## src/inc/lasm_pkg.sv

```systemverilog
`default_nettype none
package lasm_pkg;
	// register byte addresses (printed offsets not all multiples of four: index times four)
	localparam logic [11:0] IDX_ALARM   = 12'h02c0;
	localparam logic [11:0] IDX_STATUS  = 12'h02c1;
	localparam logic [11:0] IDX_MASK    = 12'h02c2;
	localparam logic [11:0] IDX_LANE    = 12'h02c4;
	localparam logic [13:0] ADDR_ALARM  = {IDX_ALARM, 2'b00};
	localparam logic [13:0] ADDR_STATUS = {IDX_STATUS, 2'b00};
	localparam logic [13:0] ADDR_MASK   = {IDX_MASK, 2'b00};
	localparam logic [13:0] ADDR_LANE   = {IDX_LANE, 2'b00};
	// status and mask field positions
	localparam int BIT_FIFO  = 5;
	localparam int BIT_PLL   = 4;
	localparam int BIT_LINK  = 3;
	localparam int BIT_ALIGN = 2;
	localparam int BIT_RSV1  = 1;
	localparam int BIT_CLK   = 0;
	// reset values
	localparam logic [7:0] RST_STATUS = 8'h3f;
	localparam logic [7:0] RST_MASK   = 8'h3f;
	localparam logic [7:0] RST_LANE   = 8'hff;
	// flag bits that hardware sets and software clears
	localparam logic [7:0] LIVE_BITS  = 8'h3d;
	// link encoding modes
	typedef enum logic [1:0] {
		LASM_ENC_8B10B  = 2'b01,
		LASM_ENC_64B66B = 2'b10
	} lasm_enc_e;
	// condition inputs from the link
	typedef struct packed {
		logic       linkEnable;
		logic       linkIn64b66b;
		logic       linkInDataState;
		logic       linkStartup;
		logic       linkRealign;
		logic       serdesPllLocked;
		logic       sysrefRealign;
		logic       dividerMismatch;
		logic [7:0] laneFifoError;
	} lasm_cond_s;
endpackage : lasm_pkg
`default_nettype wire

```

## src/rtl/lasm_alarm.sv

```systemverilog
// Notes on behaviour
// - lane FIFO error sets status bit five
// - serdes PLL unlock sets status bit four
// - 8b10b: enabled link outside data sets bit three
// - 64b66b: startup or realignment sets bit three
// - sysref clock realignment sets status bit two
// - divider mismatch sets status bit zero
// - all status flags one after reset
// - flags except divider undefined while link disabled
// - set mask bit hides flag from summary
// - lane FIFO error sets per-lane bit
// - per-lane write one clears, persists until cleared or reset
// - clearing FIFO flag clears all lane bits; a lane with a live error stays set
// - per-lane register resets to all ones
// - summary bit is any unmasked set flag
`timescale 1ns/1ps
`default_nettype none
module lasm_alarm (
	input  wire logic              clk_sys,
	input  wire logic              reset_n,
	input  wire logic              softReset,
	input  wire lasm_pkg::lasm_cond_s cond,
	input  wire logic              psel,
	input  wire logic              penable,
	input  wire logic              pwrite,
	input  wire logic [13:0]       paddr,
	input  wire logic [31:0]       pwdata,
	input  wire logic [3:0]        pstrb,
	output logic                   pready,
	output logic [31:0]            prdata,
	output logic                   pslverr,
	output logic                   alarmIrq
);
	// ==========================================
	// input synchronisers
	// ==========================================
	// first stage may settle late; only the second stage reads it
	lasm_pkg::lasm_cond_s condMeta_reg;
	// settled copy; the logic reads only this and its delayed copy below
	lasm_pkg::lasm_cond_s condSync_reg;
	// last cycle's settled copy, for edge detection
	lasm_pkg::lasm_cond_s condPrev_reg;

	// no soft reset here: the link conditions are live levels
	// two flops before any logic reads the link conditions
	always_ff @(posedge clk_sys or negedge reset_n) begin
		if (!reset_n) begin
			condMeta_reg <= '0;
			condSync_reg <= '0;
			condPrev_reg <= '0;
		end else begin
			condMeta_reg <= cond;
			condSync_reg <= condMeta_reg;
			condPrev_reg <= condSync_reg;
		end
	end

	// ==========================================
	// event decode
	// ==========================================
	// set terms, one per status flag
	logic [7:0] statusSet;
	logic       linkStartRise;
	logic       realignRise;
	logic       sysrefRise;
	logic       linkSetLevel;
	logic       linkSetEvent;
	logic       linkSet;
	logic       fifoSet;
	logic       pllSet;
	logic       alignSet;
	logic       clkSet;

	// rising edges of the event inputs; the extra flop holds last cycle
	assign linkStartRise = condSync_reg.linkStartup & ~condPrev_reg.linkStartup;
	assign realignRise   = condSync_reg.linkRealign & ~condPrev_reg.linkRealign;
	assign sysrefRise    = condSync_reg.sysrefRealign & ~condPrev_reg.sysrefRealign;

	// 8b10b: level, enabled link outside the data state
	assign linkSetLevel = condSync_reg.linkEnable & ~condSync_reg.linkInDataState;

	// 64b66b: no data state, so startup and realignment events instead
	assign linkSetEvent = condSync_reg.linkEnable & (linkStartRise | realignRise);

	// mode select for the link flag
	// the mode input is a level, so a switch needs no special care
	assign linkSet = condSync_reg.linkIn64b66b ? linkSetEvent : linkSetLevel;

	// one term per flag; all but the divider mean little while the link is off
	assign fifoSet  = |condSync_reg.laneFifoError;
	assign pllSet   = ~condSync_reg.serdesPllLocked;
	assign alignSet = sysrefRise;
	assign clkSet   = condSync_reg.dividerMismatch;

	// gather the set terms at their status positions
	always_comb begin
		statusSet = 8'h00;
		statusSet[lasm_pkg::BIT_FIFO]  = fifoSet;
		statusSet[lasm_pkg::BIT_PLL]   = pllSet;
		statusSet[lasm_pkg::BIT_LINK]  = linkSet;
		statusSet[lasm_pkg::BIT_ALIGN] = alignSet;
		statusSet[lasm_pkg::BIT_CLK]   = clkSet;
	end

	// ==========================================
	// apb decode
	// ==========================================
	// transfer qualifiers and register hits
	logic       accessPhase;
	logic       wrLane0;
	logic       hitStatus;
	logic       hitMask;
	logic       hitLane;
	logic       hitAlarm;
	logic [7:0] wrByte;

	// taken transfer: access phase with pready already high
	assign accessPhase = psel & penable & pready;
	// only the low byte lane carries register data
	assign wrLane0     = accessPhase & pwrite & pstrb[0];

	// address match, one per register word
	assign hitStatus   = (paddr == lasm_pkg::ADDR_STATUS);
	assign hitMask     = (paddr == lasm_pkg::ADDR_MASK);
	assign hitLane     = (paddr == lasm_pkg::ADDR_LANE);
	assign hitAlarm    = (paddr == lasm_pkg::ADDR_ALARM);

	// register data sits in the low byte of the word
	assign wrByte      = pwdata[7:0];

	// ==========================================
	// registers
	// ==========================================
	// register state and next values
	logic [7:0] alarmStatusFlags_reg;
	logic [7:0] alarmStatusFlags_next;
	logic [7:0] alarmMask_reg;
	logic [7:0] alarmMask_next;
	logic [7:0] laneFifoErrorFlags_reg;
	// per-lane set and clear terms
	logic [7:0] laneSet;
	logic [7:0] laneClear;
	// write decode
	logic [7:0] statusClear;
	logic       fifoFlagClear;
	logic       wrStatus;
	logic       wrMask;
	logic       wrLane;

	// one write strobe per writable register (status, mask, lane), only on the taken access edge
	assign wrStatus = wrLane0 & hitStatus;
	assign wrMask   = wrLane0 & hitMask;
	assign wrLane   = wrLane0 & hitLane;

	// clear pattern; reserved bit one and the top pair ignore written ones
	assign statusClear   = wrStatus ? (wrByte & lasm_pkg::LIVE_BITS) : 8'h00;
	// the flag clear also wipes every lane bit without a live error on the same edge
	assign fifoFlagClear = statusClear[lasm_pkg::BIT_FIFO];

	// next status: ones written clear, a coincident set wins
	always_comb begin
		alarmStatusFlags_next = alarmStatusFlags_reg;
		alarmStatusFlags_next = alarmStatusFlags_next & ~statusClear;
		alarmStatusFlags_next = alarmStatusFlags_next | (statusSet & lasm_pkg::LIVE_BITS);
	end

	// sticky status; soft reset restores the 0x3f reset pattern
	always_ff @(posedge clk_sys or negedge reset_n) begin
		if (!reset_n) begin
			alarmStatusFlags_reg <= lasm_pkg::RST_STATUS;
		end else if (softReset) begin
			alarmStatusFlags_reg <= lasm_pkg::RST_STATUS;
		end else begin
			alarmStatusFlags_reg <= alarmStatusFlags_next;
		end
	end

	// next mask: whole byte stored as written, reserved bits included
	always_comb begin
		alarmMask_next = alarmMask_reg;
		if (wrMask) begin
			alarmMask_next = wrByte;
		end
	end

	// mask register; a set bit hides its flag from the summary
	always_ff @(posedge clk_sys or negedge reset_n) begin
		if (!reset_n) begin
			alarmMask_reg <= lasm_pkg::RST_MASK;
		end else if (softReset) begin
			alarmMask_reg <= lasm_pkg::RST_MASK;
		end else begin
			alarmMask_reg <= alarmMask_next;
		end
	end

	// per-lane set and clear terms; a live error beats any clear
	assign laneSet   = condSync_reg.laneFifoError;
	assign laneClear = wrLane ? wrByte : 8'h00;

	// per-lane error bits, one flop per lane
	// priority: live error, then flag clear, then per-lane clear
	genvar gi;
	generate
		for (gi = 0; gi < 8; gi++) begin : gLane
			always_ff @(posedge clk_sys or negedge reset_n) begin
				if (!reset_n) begin
					laneFifoErrorFlags_reg[gi] <= lasm_pkg::RST_LANE[gi];
				end else if (softReset) begin
					laneFifoErrorFlags_reg[gi] <= lasm_pkg::RST_LANE[gi];
				end else if (laneSet[gi]) begin
					laneFifoErrorFlags_reg[gi] <= 1'b1;
				end else if (fifoFlagClear) begin
					laneFifoErrorFlags_reg[gi] <= 1'b0;
				end else if (laneClear[gi]) begin
					laneFifoErrorFlags_reg[gi] <= 1'b0;
				end
			end
		end
	endgenerate

	// ==========================================
	// summary alarm and interrupt
	// ==========================================
	logic summaryAlarm;

	// any flag set and not masked; reserved bits never count
	assign summaryAlarm = |(alarmStatusFlags_reg & ~alarmMask_reg & lasm_pkg::LIVE_BITS);

	// level interrupt, one flop behind the summary so the pin is glitch free
	// reset keeps the pin low; the mask resets to 0x3f, masking every flag, anyway
	always_ff @(posedge clk_sys or negedge reset_n) begin
		if (!reset_n) begin
			alarmIrq <= 1'b0;
		end else begin
			alarmIrq <= summaryAlarm;
		end
	end

	// ==========================================
	// apb response
	// ==========================================
	// read selection and response next values
	logic [7:0]  readByte;
	logic        unmapped;
	logic        firstAccess;
	logic        pready_next;
	logic [31:0] prdata_next;
	logic        pslverr_next;

	// read mux; summary reads live
	// status reads while the link is off are not meaningful
	always_comb begin
		readByte = 8'h00;
		unmapped = 1'b0;
		if (hitAlarm) begin
			readByte = {7'h00, summaryAlarm};
		end else if (hitStatus) begin
			readByte = alarmStatusFlags_reg;
		end else if (hitMask) begin
			readByte = alarmMask_reg;
		end else if (hitLane) begin
			readByte = laneFifoErrorFlags_reg;
		end else begin
			unmapped = 1'b1;
		end
	end

	// first access cycle: the one wait state before pready
	assign firstAccess = psel & penable & ~pready;

	// response next values; data and error only beside pready
	always_comb begin
		pready_next  = 1'b0;
		prdata_next  = 32'h0000_0000;
		pslverr_next = 1'b0;
		if (firstAccess) begin
			pready_next  = 1'b1;
			pslverr_next = unmapped;
			if (!pwrite) begin
				prdata_next = {24'h00_0000, readByte};
			end
		end
	end

	// response flops: pready is a one-cycle pulse
	always_ff @(posedge clk_sys or negedge reset_n) begin
		if (!reset_n) begin
			pready  <= 1'b0;
			prdata  <= 32'h0000_0000;
			pslverr <= 1'b0;
		end else begin
			pready  <= pready_next;
			prdata  <= prdata_next;
			pslverr <= pslverr_next;
		end
	end
endmodule : lasm_alarm
`default_nettype wire

```

## config.mk

```make
export PLATFORM = sky130hd
export DESIGN_NAME = lasm_alarm
export DESIGN_NICKNAME = d
export VERILOG_FILES = /design/src/inc/lasm_pkg.sv /design/src/rtl/lasm_alarm.sv
export SDC_FILE = /design/constraint.sdc
export NUM_CORES = 1
export LEC_CHECK = 0
export BUFFER_PORTS_ARGS = -buffer_cell sky130_fd_sc_hd__clkbuf_2
export CAP_MARGIN = 10
export CORE_MARGIN = 2
export CORE_UTILIZATION = 50
export CTS_BUF_LIST = sky130_fd_sc_hd__clkbuf_4 sky130_fd_sc_hd__clkbuf_8
export CTS_CLUSTER_DIAMETER = 120
export DETAILED_ROUTE_END_ITERATION = 10
export GPL_ROUTABILITY_DRIVEN = 0
export GPL_TIMING_DRIVEN = 0
export PLACE_DENSITY_LB_ADDON = 0.12
export SYNTH_ARGS = -nofsm -noshare
export SYNTH_HDL_FRONTEND = slang
export SYNTH_SLANG_ARGS = --single-unit
```

## constraint.sdc

```tcl
create_clock -name clk_sys -period 2.2 [get_ports clk_sys]
set_clock_uncertainty 0.05 [all_clocks]
set_input_delay 0.22 -clock clk_sys [delete_from_list [all_inputs] [get_ports clk_sys]]
set_output_delay 0.22 -clock clk_sys [all_outputs]
set_load 0.03 [all_outputs]
```

## Yosys cells after proc, flatten, opt, wreduce, memory -nomap -nowiden

Index checks and enable logic that the tools add are counted.

- Register bits after elaboration: 94
- Input bits: 72
- Output and inout bits: 35
- Word-level logic and storage cells: 125

- Equality and inequality tests: 4
- Multiplexer cells: 50
- Bitwise operators: 25
- Reduce and logical (&&, ||, !) cells: 11

Operators by type and width:

| kind | count |
|---|---|
| two-way mux 8 bit | 9 |
| == test 14 x 12 -> 1 bit (second input constant) | 4 |
| two-way mux 1 bit | 39 |
| two-way mux 32 bit | 1 |
| nonzero test 4 bit | 8 |
| bitwise AND 1 bit | 13 |
| bitwise AND 8 bit | 1 |
| NOT 6 -> 8 bit | 1 |
| OR 8 x 6 -> 8 bit | 1 |
| OR reduction 8 bit | 1 |
| bitwise AND 6 bit | 1 |
| two-way mux 6 bit | 1 |
| NOT 1 bit | 6 |
| NOT 6 bit | 1 |
| OR reduction 5 bit | 1 |
| nonzero test 2 bit | 1 |
| OR 1 bit | 1 |

## Depth between registers and ports, before layout

Gate-level depths: netlist of run 1.

- Word-level depth: 10
- Depth in mapped cells: 6
- Gate-level depth less buffers: 4

## Worst setup path after synthesis of run 1

Ideal clock, no wire load.

- Path type: register -> register
- Start point: register pready
- End point: register laneFifoErrorFlags_reg[0]
- Library setup time: 0.084 ns
- Arrival: 1.610 ns
- Required time: 2.066 ns
- Slack: 0.456 ns
- Cell stages (with the launch flop): 7
- Path buffers: 2
- Period minus slack after synthesis: 1.744 ns
- Path through: dfrtp_1 -> and3_1 -> nor2b_1 -> buf_4 -> buf_2 -> nand3_2 -> a311o_1

- Word-level cells in the longest chain between the ends: 8
- Elaborated cells on any way between the ends: 11
- Classes of those cells: mux (5); bitwise (5); reduce/logical (1)

Ends and longest elaborated chain:

| item | line | source |
|---|---|---|
| from (decl) | lasm_alarm.sv:29 | `output logic pready,` |
| from (signal assigned) | lasm_alarm.sv:293 | `pready <= pready_next;` |
| bitwise AND 1 bit (*) | lasm_alarm.sv:118 | `assign accessPhase = psel & penable & pready;` |
| bitwise AND 1 bit (*) (2 in a row) | lasm_alarm.sv:120 | `assign wrLane0 = accessPhase & pwrite & pstrb[0];` |
| bitwise AND 1 bit | lasm_alarm.sv:151 | `assign wrStatus = wrLane0 & hitStatus;` |
| two-way mux 6 bit | lasm_alarm.sv:156 | `assign statusClear = wrStatus ? (wrByte & lasm_pkg::LIVE_BITS) : 8'h00;` |
| two-way mux 1 bit | lasm_alarm.sv:213 | `end else if (fifoFlagClear) begin` |
| two-way mux 1 bit | lasm_alarm.sv:211 | `end else if (laneSet[gi]) begin` |
| two-way mux 1 bit | lasm_alarm.sv:209 | `end else if (softReset) begin` |
| to (signal, indexed assignment) | lasm_alarm.sv:208 | `laneFifoErrorFlags_reg[gi] <= lasm_pkg::RST_LANE[gi];` |
| to (signal, indexed assignment) | lasm_alarm.sv:210 | `laneFifoErrorFlags_reg[gi] <= lasm_pkg::RST_LANE[gi];` |
| to (decl) | lasm_alarm.sv:139 | `logic [7:0] laneFifoErrorFlags_reg;` |

Mark *: on every way between the ends. The rest lies on a longest branch, timed or not.
A chain may end at the register's enable or synchronous reset.

## Worst setup path after layout of run 1

Ends and elaborated chain as after synthesis.

==> qor.csv, run 1 <==
metric;value;unit
worst vdd ir;0.536;mV
Antenna diodes;0;
met1 Use GR;0.228;
Post-synth ARST share;1.00;
largest net degree at the start of global routing;69;
mean area per synthesized cell;12.3;um2
most common cell after layout, fill and taps aside;clkbuf_2;
initial antenna violation count;0;
All-Layer GR Usage;0.179;
I/O pin count;107;
Non-Filler Instances;408;
RSZ-0062 raised after global routing;no;
crit path DAT;1940;ps
Worst-Margin Slew;884;ps
Yosys cell types;46;
type of the worst min-delay path;input pin to flop;
Yosys top cell by area;dfrtp_1;
Inst Count DP;375;
minimum clock period;1730;ps
number of global-route vias before repair;1784;
busiest layer in global routing;met2;
# resized after CTS;0;
met3 usage;0.0414;
Crit. End Element;flop;
Syn. warnings;0;
Final HPWL DP;3.73;mm
Filler cells;439;
# setup viols final;0;
final WL;5.27;mm
critical setup path kind;flop to flop;
Hold Violations, Final;0;
required time of the critical path;2410;ps
Yosys reg bits;68;
Die H;78.6;um
first-pass iteration count of the detailed router;4;
Die X;78.6;um
P per Cell Area;729;nW/um2
antenna-violating nets left;0;
DP Worst Slack;337;ps
Post-CTS Setup Inserts;0;
Worst Path Max Fanout;10;
GRT met2 Usage;0.286;
Mapped Cells;226;
FP Rows;27;
largest cells by area after synthesis;dfrtp_1 43%, dfstp_2 19%, buf_4 6.8%, a311o_1 2.5%, a21oi_1 2.2%;
root buffer cell;clkbuf_8;
commonest cells after routing, fill and taps aside;53 x clkbuf_2, 48 x dfrtp_1, 25 x buf_4;
setup_tns;0;ps
CTS sink count;68;
LEAKAGE;1.69;nW
gr ovfl total;0;
initial core utilization;0.511;
layout cells sized above 1;0.378;
core area;5440;um2
I/O Buffers;54;
Min Hold Slack;81.0;ps
Tcrit/Tclk final;0.789;
synthesized area;2780;um2
Avg Vias per Cell;4.82;
drc violations;0;
Register Area;1730;um2
number of synthesized flops with an enable pin;0;
final slew viol count;0;
fin nets;403;
global-route wire length before repair;8.23;mm
clock-pin slew on the worst setup and hold paths;70;ps
Final Worst Setup Slack;465;ps
Primary FF master, synth;dfrtp_1;
DP Area;3230;um2
number of H-tree levels;3;
total number of vias;1965;
status;finished, final reports clean;
Yosys top cell area share;0.432;
CTS tree;done;
die area;6170;um2
number of max-cap violations;0;
Final Instance Area;3620;um2
Largest register FFs;16;
max_slew headroom;0.410;
Hold Buf Count CTS;17;
FMAX;0.576;GHz
CTS Buf Count;9;
register area share after synthesis;0.621;
CTS max path bufs;2;
Area Overhead vs Synth;30.2;%
DRT iter0 DRCs;119;
DR WL/cell;12.9;um
Startpoint Class;flop;
multi-input combinational cell area;850;um2
worst skew pair latency;330;ps
-- critical path: stages (launching register included) --
cell and delay (ps):
dfrtp_1 400, and3_1 190, nor2b_1 140, buf_4 190
buf_2 240, nand3_2 100, a311o_1 350
-- cells by family after synthesis --
kind of cell    synth area share
compound gates             0.133
mux                       0.0108
simple gates               0.129
other cells              0.00135
buf+inv                    0.104
flops                      0.621
-- through the flow --
step / power [mW] / utilization
2_1_floorplan: 1.44 / -
3_3_place_gp: 1.52 / 0.593
3_5_place_dp: 1.53 / 0.594
4_1_cts: 2.67 / 0.665
5_1_grt: 2.75 / 0.665
6_report: 2.64 / 0.665
-- cell type report --
cell class	instances	area share
tap	72	0.0249
clock buffer	10	0.0363
buffer	35	0.0698
inverter	10	0.0104
clock inverter	6	0.0242
sequential	68	0.477
timing repair buffer	71	0.122
multi-input combinational	136	0.235
-- where the power goes --
part           switching (mW)  internal, mW
sequential             0.0130          1.29
clock                   0.460         0.653
combinational           0.135        0.0916
total                   0.608          2.03
-- cells in the mapped netlist, types with 3 or more instances --
master	count
buf_2	3
nor2b_1	3
nand4_1	6
nand3_1	10
nor3_1	3
a21oi_1	12
buf_4	25
nor2_1	16
a311o_1	7
nand2_1	3
mux2i_1	3
a211oi_1	3
o21ai_0	9
inv_1	10
dfstp_2	20
clkbuf_1	4
a22oi_1	7
and2_1	3
dfrtp_1	48
-- final timing paths --
path | from | end | slack, ps | depth (start not counted)
setup / recovery | pready | laneFifoErrorFlags_reg[0] | 470 | 6
hold / removal | pwdata[6] | alarmMask_reg[6] | 80 | 3
setup reg to reg | pready | laneFifoErrorFlags_reg[0] | 470 | 6
hold reg to reg | condMeta_reg[3] | laneSet[3] | 300 | 0
max in group asynchronous | reset_n | prdata[3] | 1000 | 2
min in group asynchronous | reset_n | condSync_reg[9] | 530 | 2
-- metal layers --
metal | routed length (um) | vias to the layer above
met5 | 0 | -
met4 | 63 | 0
met3 | 290 | 7
met2 | 2530 | 65
met1 | 2390 | 916
li1 | - | 977
Power figures use the tool's default switching activity.
==> inputs of run 2 (changes only) <==
==> constraint.sdc (replaced) <==
create_clock -name clk_sys -period 1.7 [get_ports clk_sys]
set_clock_uncertainty 0.05 [all_clocks]
set_input_delay 0.17 -clock clk_sys [delete_from_list [all_inputs] [get_ports clk_sys]]
set_output_delay 0.17 -clock clk_sys [all_outputs]
set_load 0.03 [all_outputs]
==> qor.csv, run 2 (synthesis results as in run 1) <==
metric;value;unit
global-route wire length before repair;8.56;mm
Largest register FFs;16;
RSZ-0062 raised after global routing;no;
Hold Violations, Final;0;
DR WL/cell;12.9;um
max_slew headroom;0.420;
LEAKAGE;1.69;nW
Die H;78.6;um
number of H-tree levels;3;
type of the worst min-delay path;input pin to flop;
first-pass iteration count of the detailed router;4;
Inst Count DP;375;
root buffer cell;clkbuf_8;
Worst-Margin Slew;871;ps
Post-CTS Setup Inserts;0;
minimum clock period;1610;ps
Worst Path Max Fanout;10;
clock-pin slew on the worst setup and hold paths;80;ps
most common cell after layout, fill and taps aside;clkbuf_2;
gr ovfl total;0;
Avg Vias per Cell;4.86;
initial core utilization;0.511;
# setup viols final;0;
FP Rows;27;
I/O Buffers;54;
P per Cell Area;957;nW/um2
Startpoint Class;flop;
Antenna diodes;0;
final slew viol count;0;
CTS max path bufs;2;
commonest cells after routing, fill and taps aside;53 x clkbuf_2, 47 x dfrtp_1, 25 x buf_4;
Filler cells;440;
required time of the critical path;1910;ps
All-Layer GR Usage;0.184;
die area;6170;um2
CTS sink count;68;
worst skew pair latency;340;ps
layout cells sized above 1;0.381;
Crit. End Element;flop;
antenna-violating nets left;0;
Tcrit/Tclk final;0.946;
core area;5440;um2
final WL;5.25;mm
initial antenna violation count;0;
Final HPWL DP;3.60;mm
reg2reg path depth;6;
CTS Buf Count;9;
Register Area;1730;um2
I/O pin count;107;
CTS tree;done;
setup_tns;0;ps
Die X;78.6;um
drc violations;0;
largest net degree at the start of global routing;69;
Area Overhead vs Synth;31.3;%
FMAX;0.622;GHz
number of max-cap violations;0;
number of global-route vias before repair;1896;
critical setup path kind;flop to flop;
Hold Path Cell Cnt;3;
DRT iter0 DRCs;142;
Non-Filler Instances;408;
fin nets;403;
multi-input combinational cell area;858;um2
worst vdd ir;0.717;mV
status;finished, final reports clean;
crit path DAT;1820;ps
total number of vias;1981;
==> run 2: cell count changes in the layout (fill, tap and decap cells not counted) <==
cell,before,now
clkbuf_8,9,11
dfrtp_1,48,47
buf_2,3,2
nand4_2,1,0
dfrtp_2,0,1
buf_6,1,2
clkbuf_4,2,1
nand4_4,0,1
clkinv_2,2,1
==> run 2: path summary, 6_finish.rpt <==
kind,startpoint,to,slack [ps]
max,pready,laneFifoErrorFlags_reg[0],90
min,pwdata[6],alarmMask_reg[6],20
max reg2reg,pready,laneFifoErrorFlags_reg[0],90
min reg2reg,condMeta_reg[9],condSync_reg[9],290
max in group asynchronous,reset_n,pready,540
min in group asynchronous,reset_n,condPrev_reg[11],470
==> run 2: where the power goes <==
part | switching, mW | total (mW) | internal [mW]
clock | 0.606 | 1.52 | 0.911
combinational | 0.175 | 0.294 | 0.119
sequential | 0.0167 | 1.68 | 1.66
total | 0.798 | 3.49 | 2.69
==> run 2: worst max-delay path, stage by stage, from the launching register on <==
cell,delay (ps)
dfrtp_2,390
and3_1,170
nor2b_1,140
buf_4,190
buf_6,160
nand3_2,80
a311o_1,340
==> run 2: area by class of cell <==
class / count / share of cell area
Sequential cell: 68 / 0.473
Multi-Input combinational cell: 136 / 0.235
Timing Repair Buffer: 71 / 0.121
Buffer: 35 / 0.0710
Clock buffer: 11 / 0.0415
Tap cell: 72 / 0.0247
Clock inverter: 5 / 0.0226
Inverter: 10 / 0.0103
==> run 2: per-layer routing <==
metal / global-route usage / vias up / share of wire / routed length (um)
met2: 0.303 / 66 / 0.50 / 2610
met4: 0.0895 / 0 / 0.013 / 68
met3: 0.0379 / 5 / 0.053 / 278
met5: 0 / - / 0 / 0
li1: - / 977 / - / -
met1: 0.230 / 933 / 0.44 / 2300
==> run 2: repair_timing <==
| action | CTS | global route |
|---|---|---|
| endpoints found under the hold margin | 64 | 0 |
| hold buffers | 17 | 0 |
| gates resized for setup | 1 | 2 |
| setup endpoints to repair | 1 | 9 |
==> run 2: stage by stage <==
stage	hold slack, ps	util	setup WS, ps	area, um2	power (mW)
after floorplan	-176	-	55.4	2870	1.86
after global placement	228	0.594	-164	3230	1.97
after detailed placement	230	0.594	-151	3230	1.97
after CTS	10.1	0.669	58.9	3640	3.52
after global routing	25.8	0.671	2.55	3650	3.65
final	21.4	0.671	91.6	3650	3.49
==> inputs of run 3 (changes only) <==
--- a/config.mk
+++ b/config.mk
@@ -7,7 +7,6 @@
 export LEC_CHECK = 0
 export BUFFER_PORTS_ARGS = -buffer_cell sky130_fd_sc_hd__clkbuf_2
 export CAP_MARGIN = 10
-export CORE_MARGIN = 2
 export CORE_UTILIZATION = 50
 export CTS_BUF_LIST = sky130_fd_sc_hd__clkbuf_4 sky130_fd_sc_hd__clkbuf_8
 export CTS_CLUSTER_DIAMETER = 120
==> qor.csv, run 3 (synthesis results as in run 1) <==
metric;value;unit
status;finished, final reports clean;
Largest register FFs;16;
clock-pin slew on the worst setup and hold paths;70;ps
global-route wire length before repair;8.79;mm
commonest cells after routing, fill and taps aside;53 x clkbuf_2, 47 x dfrtp_1, 25 x buf_4;
first-pass iteration count of the detailed router;4;
Combinational Power Share;0.085;
All-Layer GR Usage;0.201;
Hold Violations, Final;0;
worst vdd ir;1.06;mV
worst skew pair latency;340;ps
Int Power;2.69;mW
final WL;5.33;mm
required time of the critical path;1880;ps
critical setup path kind;flop to flop;
Area Overhead vs Synth;31.8;%
Final Worst Setup Slack;103;ps
die area;5860;um2
Post-Route Utilization;0.699;
slowest cell on the critical path;dfstp_2;
final slew viol count;0;
Antenna diodes;0;
DP Worst Slack;-170;ps
Avg Vias per Cell;4.90;
P_sw;0.786;mW
RSZ-0062 raised after global routing;no;
number of max-cap violations;0;
number of H-tree levels;3;
drc violations;0;
LEAKAGE;1.69;nW
crit path DAT;1780;ps
Worst-Margin Slew;874;ps
DR WL/cell;13.1;um
minimum clock period;1600;ps
Die H;76.6;um
fin nets;404;
core area;5240;um2
# setup viols final;0;
I/O Buffers;54;
P per Cell Area;950;nW/um2
initial antenna violation count;0;
Die X;76.6;um
FP Rows;26;
largest net degree at the start of global routing;69;
Crit. End Element;flop;
sequential share of power;0.483;
layout cells sized above 1;0.389;
total number of vias;1996;
CP peak stage delay;550;ps
antenna-violating nets left;0;
max_slew headroom;0.417;
Worst Path Max Fanout;3;
total power;3.48;mW
CTS sink count;68;
Startpoint Class;flop;
Final HPWL DP;3.63;mm
initial core utilization;0.531;
CTS Buf Count;9;
gr ovfl total;0;
CP Cell Sequence;inv_1, a222oi_1, o221ai_1, o2111a_1;
Non-Filler Instances;407;
CTS tree;done;
Inst Count DP;373;
DRT iter0 DRCs;119;
Tcrit/Tclk final;0.939;
type of the worst min-delay path;input pin to flop;
Filler cells;393;
root buffer cell;clkbuf_8;
FMAX;0.626;GHz
CTS max path bufs;2;
switching share of power;0.226;
number of global-route vias before repair;1886;
I/O pin count;107;
most common cell after layout, fill and taps aside;clkbuf_2;
Clock Power Share;0.432;
-- run 3: worst max-delay path, delay by kind of cell, from the launching register on --
| family | cells | cell delay, ps |
|---|---|---|
| buffers and inverters | 1 | 40 |
| flip-flops | 1 | 550 |
| AO/OA/AOI/OAI | 3 | 850 |
-- run 3: repair_timing --
item                                    4_1_cts  5_1_grt
endpoints found under the setup margin        4       13
resized for setup                             1        5
buffers inserted                              0        1
hold endpoints to repair                     64        0
hold buffers                                 17        0
-- run 3: routing by layer --
| metal | routed length [um] | track usage | vias to the layer above |
|---|---|---|---|
| met2 | 2550 | 0.321 | 75 |
| met3 | 265 | 0.0503 | 8 |
| met5 | 0 | 0 | - |
| li1 | - | - | 979 |
| met4 | 106 | 0.104 | 0 |
| met1 | 2410 | 0.255 | 934 |
-- run 3: cell type report --
type | instances | area (um2) | area share
timing repair buffer | 72 | 450 | 0.123
clock buffer | 11 | 151 | 0.0413
buffer | 35 | 263 | 0.0717
sequential | 68 | 1730 | 0.472
multi-input combinational | 136 | 863 | 0.236
tap | 70 | 87.6 | 0.0239
clock inverter | 5 | 82.6 | 0.0225
inverter | 10 | 37.5 | 0.0102
-- run 3: metrics by stage --
| step | instance area (um2) | TNS (ps) | hold slack (ps) |
|---|---|---|---|
| floorplan | 2870 | 0 | -176 |
| global placement | 3230 | -1130 | 228 |
| detailed placement | 3230 | -1290 | 230 |
| CTS | 3630 | 0 | 11.3 |
| global route | 3660 | 0 | 33.6 |
| finish | 3660 | 0 | 32.9 |
-- run 3: power by group through the flow --
stage	Combinational (mW)	Clock (mW)	Sequential [mW]
after floorplan	0.152	0	1.71
after global placement	0.261	0	1.71
after detailed placement	0.263	0	1.71
after CTS	0.294	1.54	1.68
after global routing	0.323	1.61	1.69
final	0.297	1.50	1.68
-- run 3: final timing paths --
path / slack [ps] / start / cells after the start / to
max: 100 / alarmMask_reg[5] / 4 / prdata[0]
min: 30 / pwdata[6] / 3 / alarmMask_reg[6]
max reg2reg: 100 / alarmMask_reg[5] / 4 / prdata[0]
min reg2reg: 290 / condMeta_reg[1] / 0 / laneSet[1]
max in group asynchronous: 520 / reset_n / 2 / pready
min in group asynchronous: 480 / reset_n / 2 / condSync_reg[12]
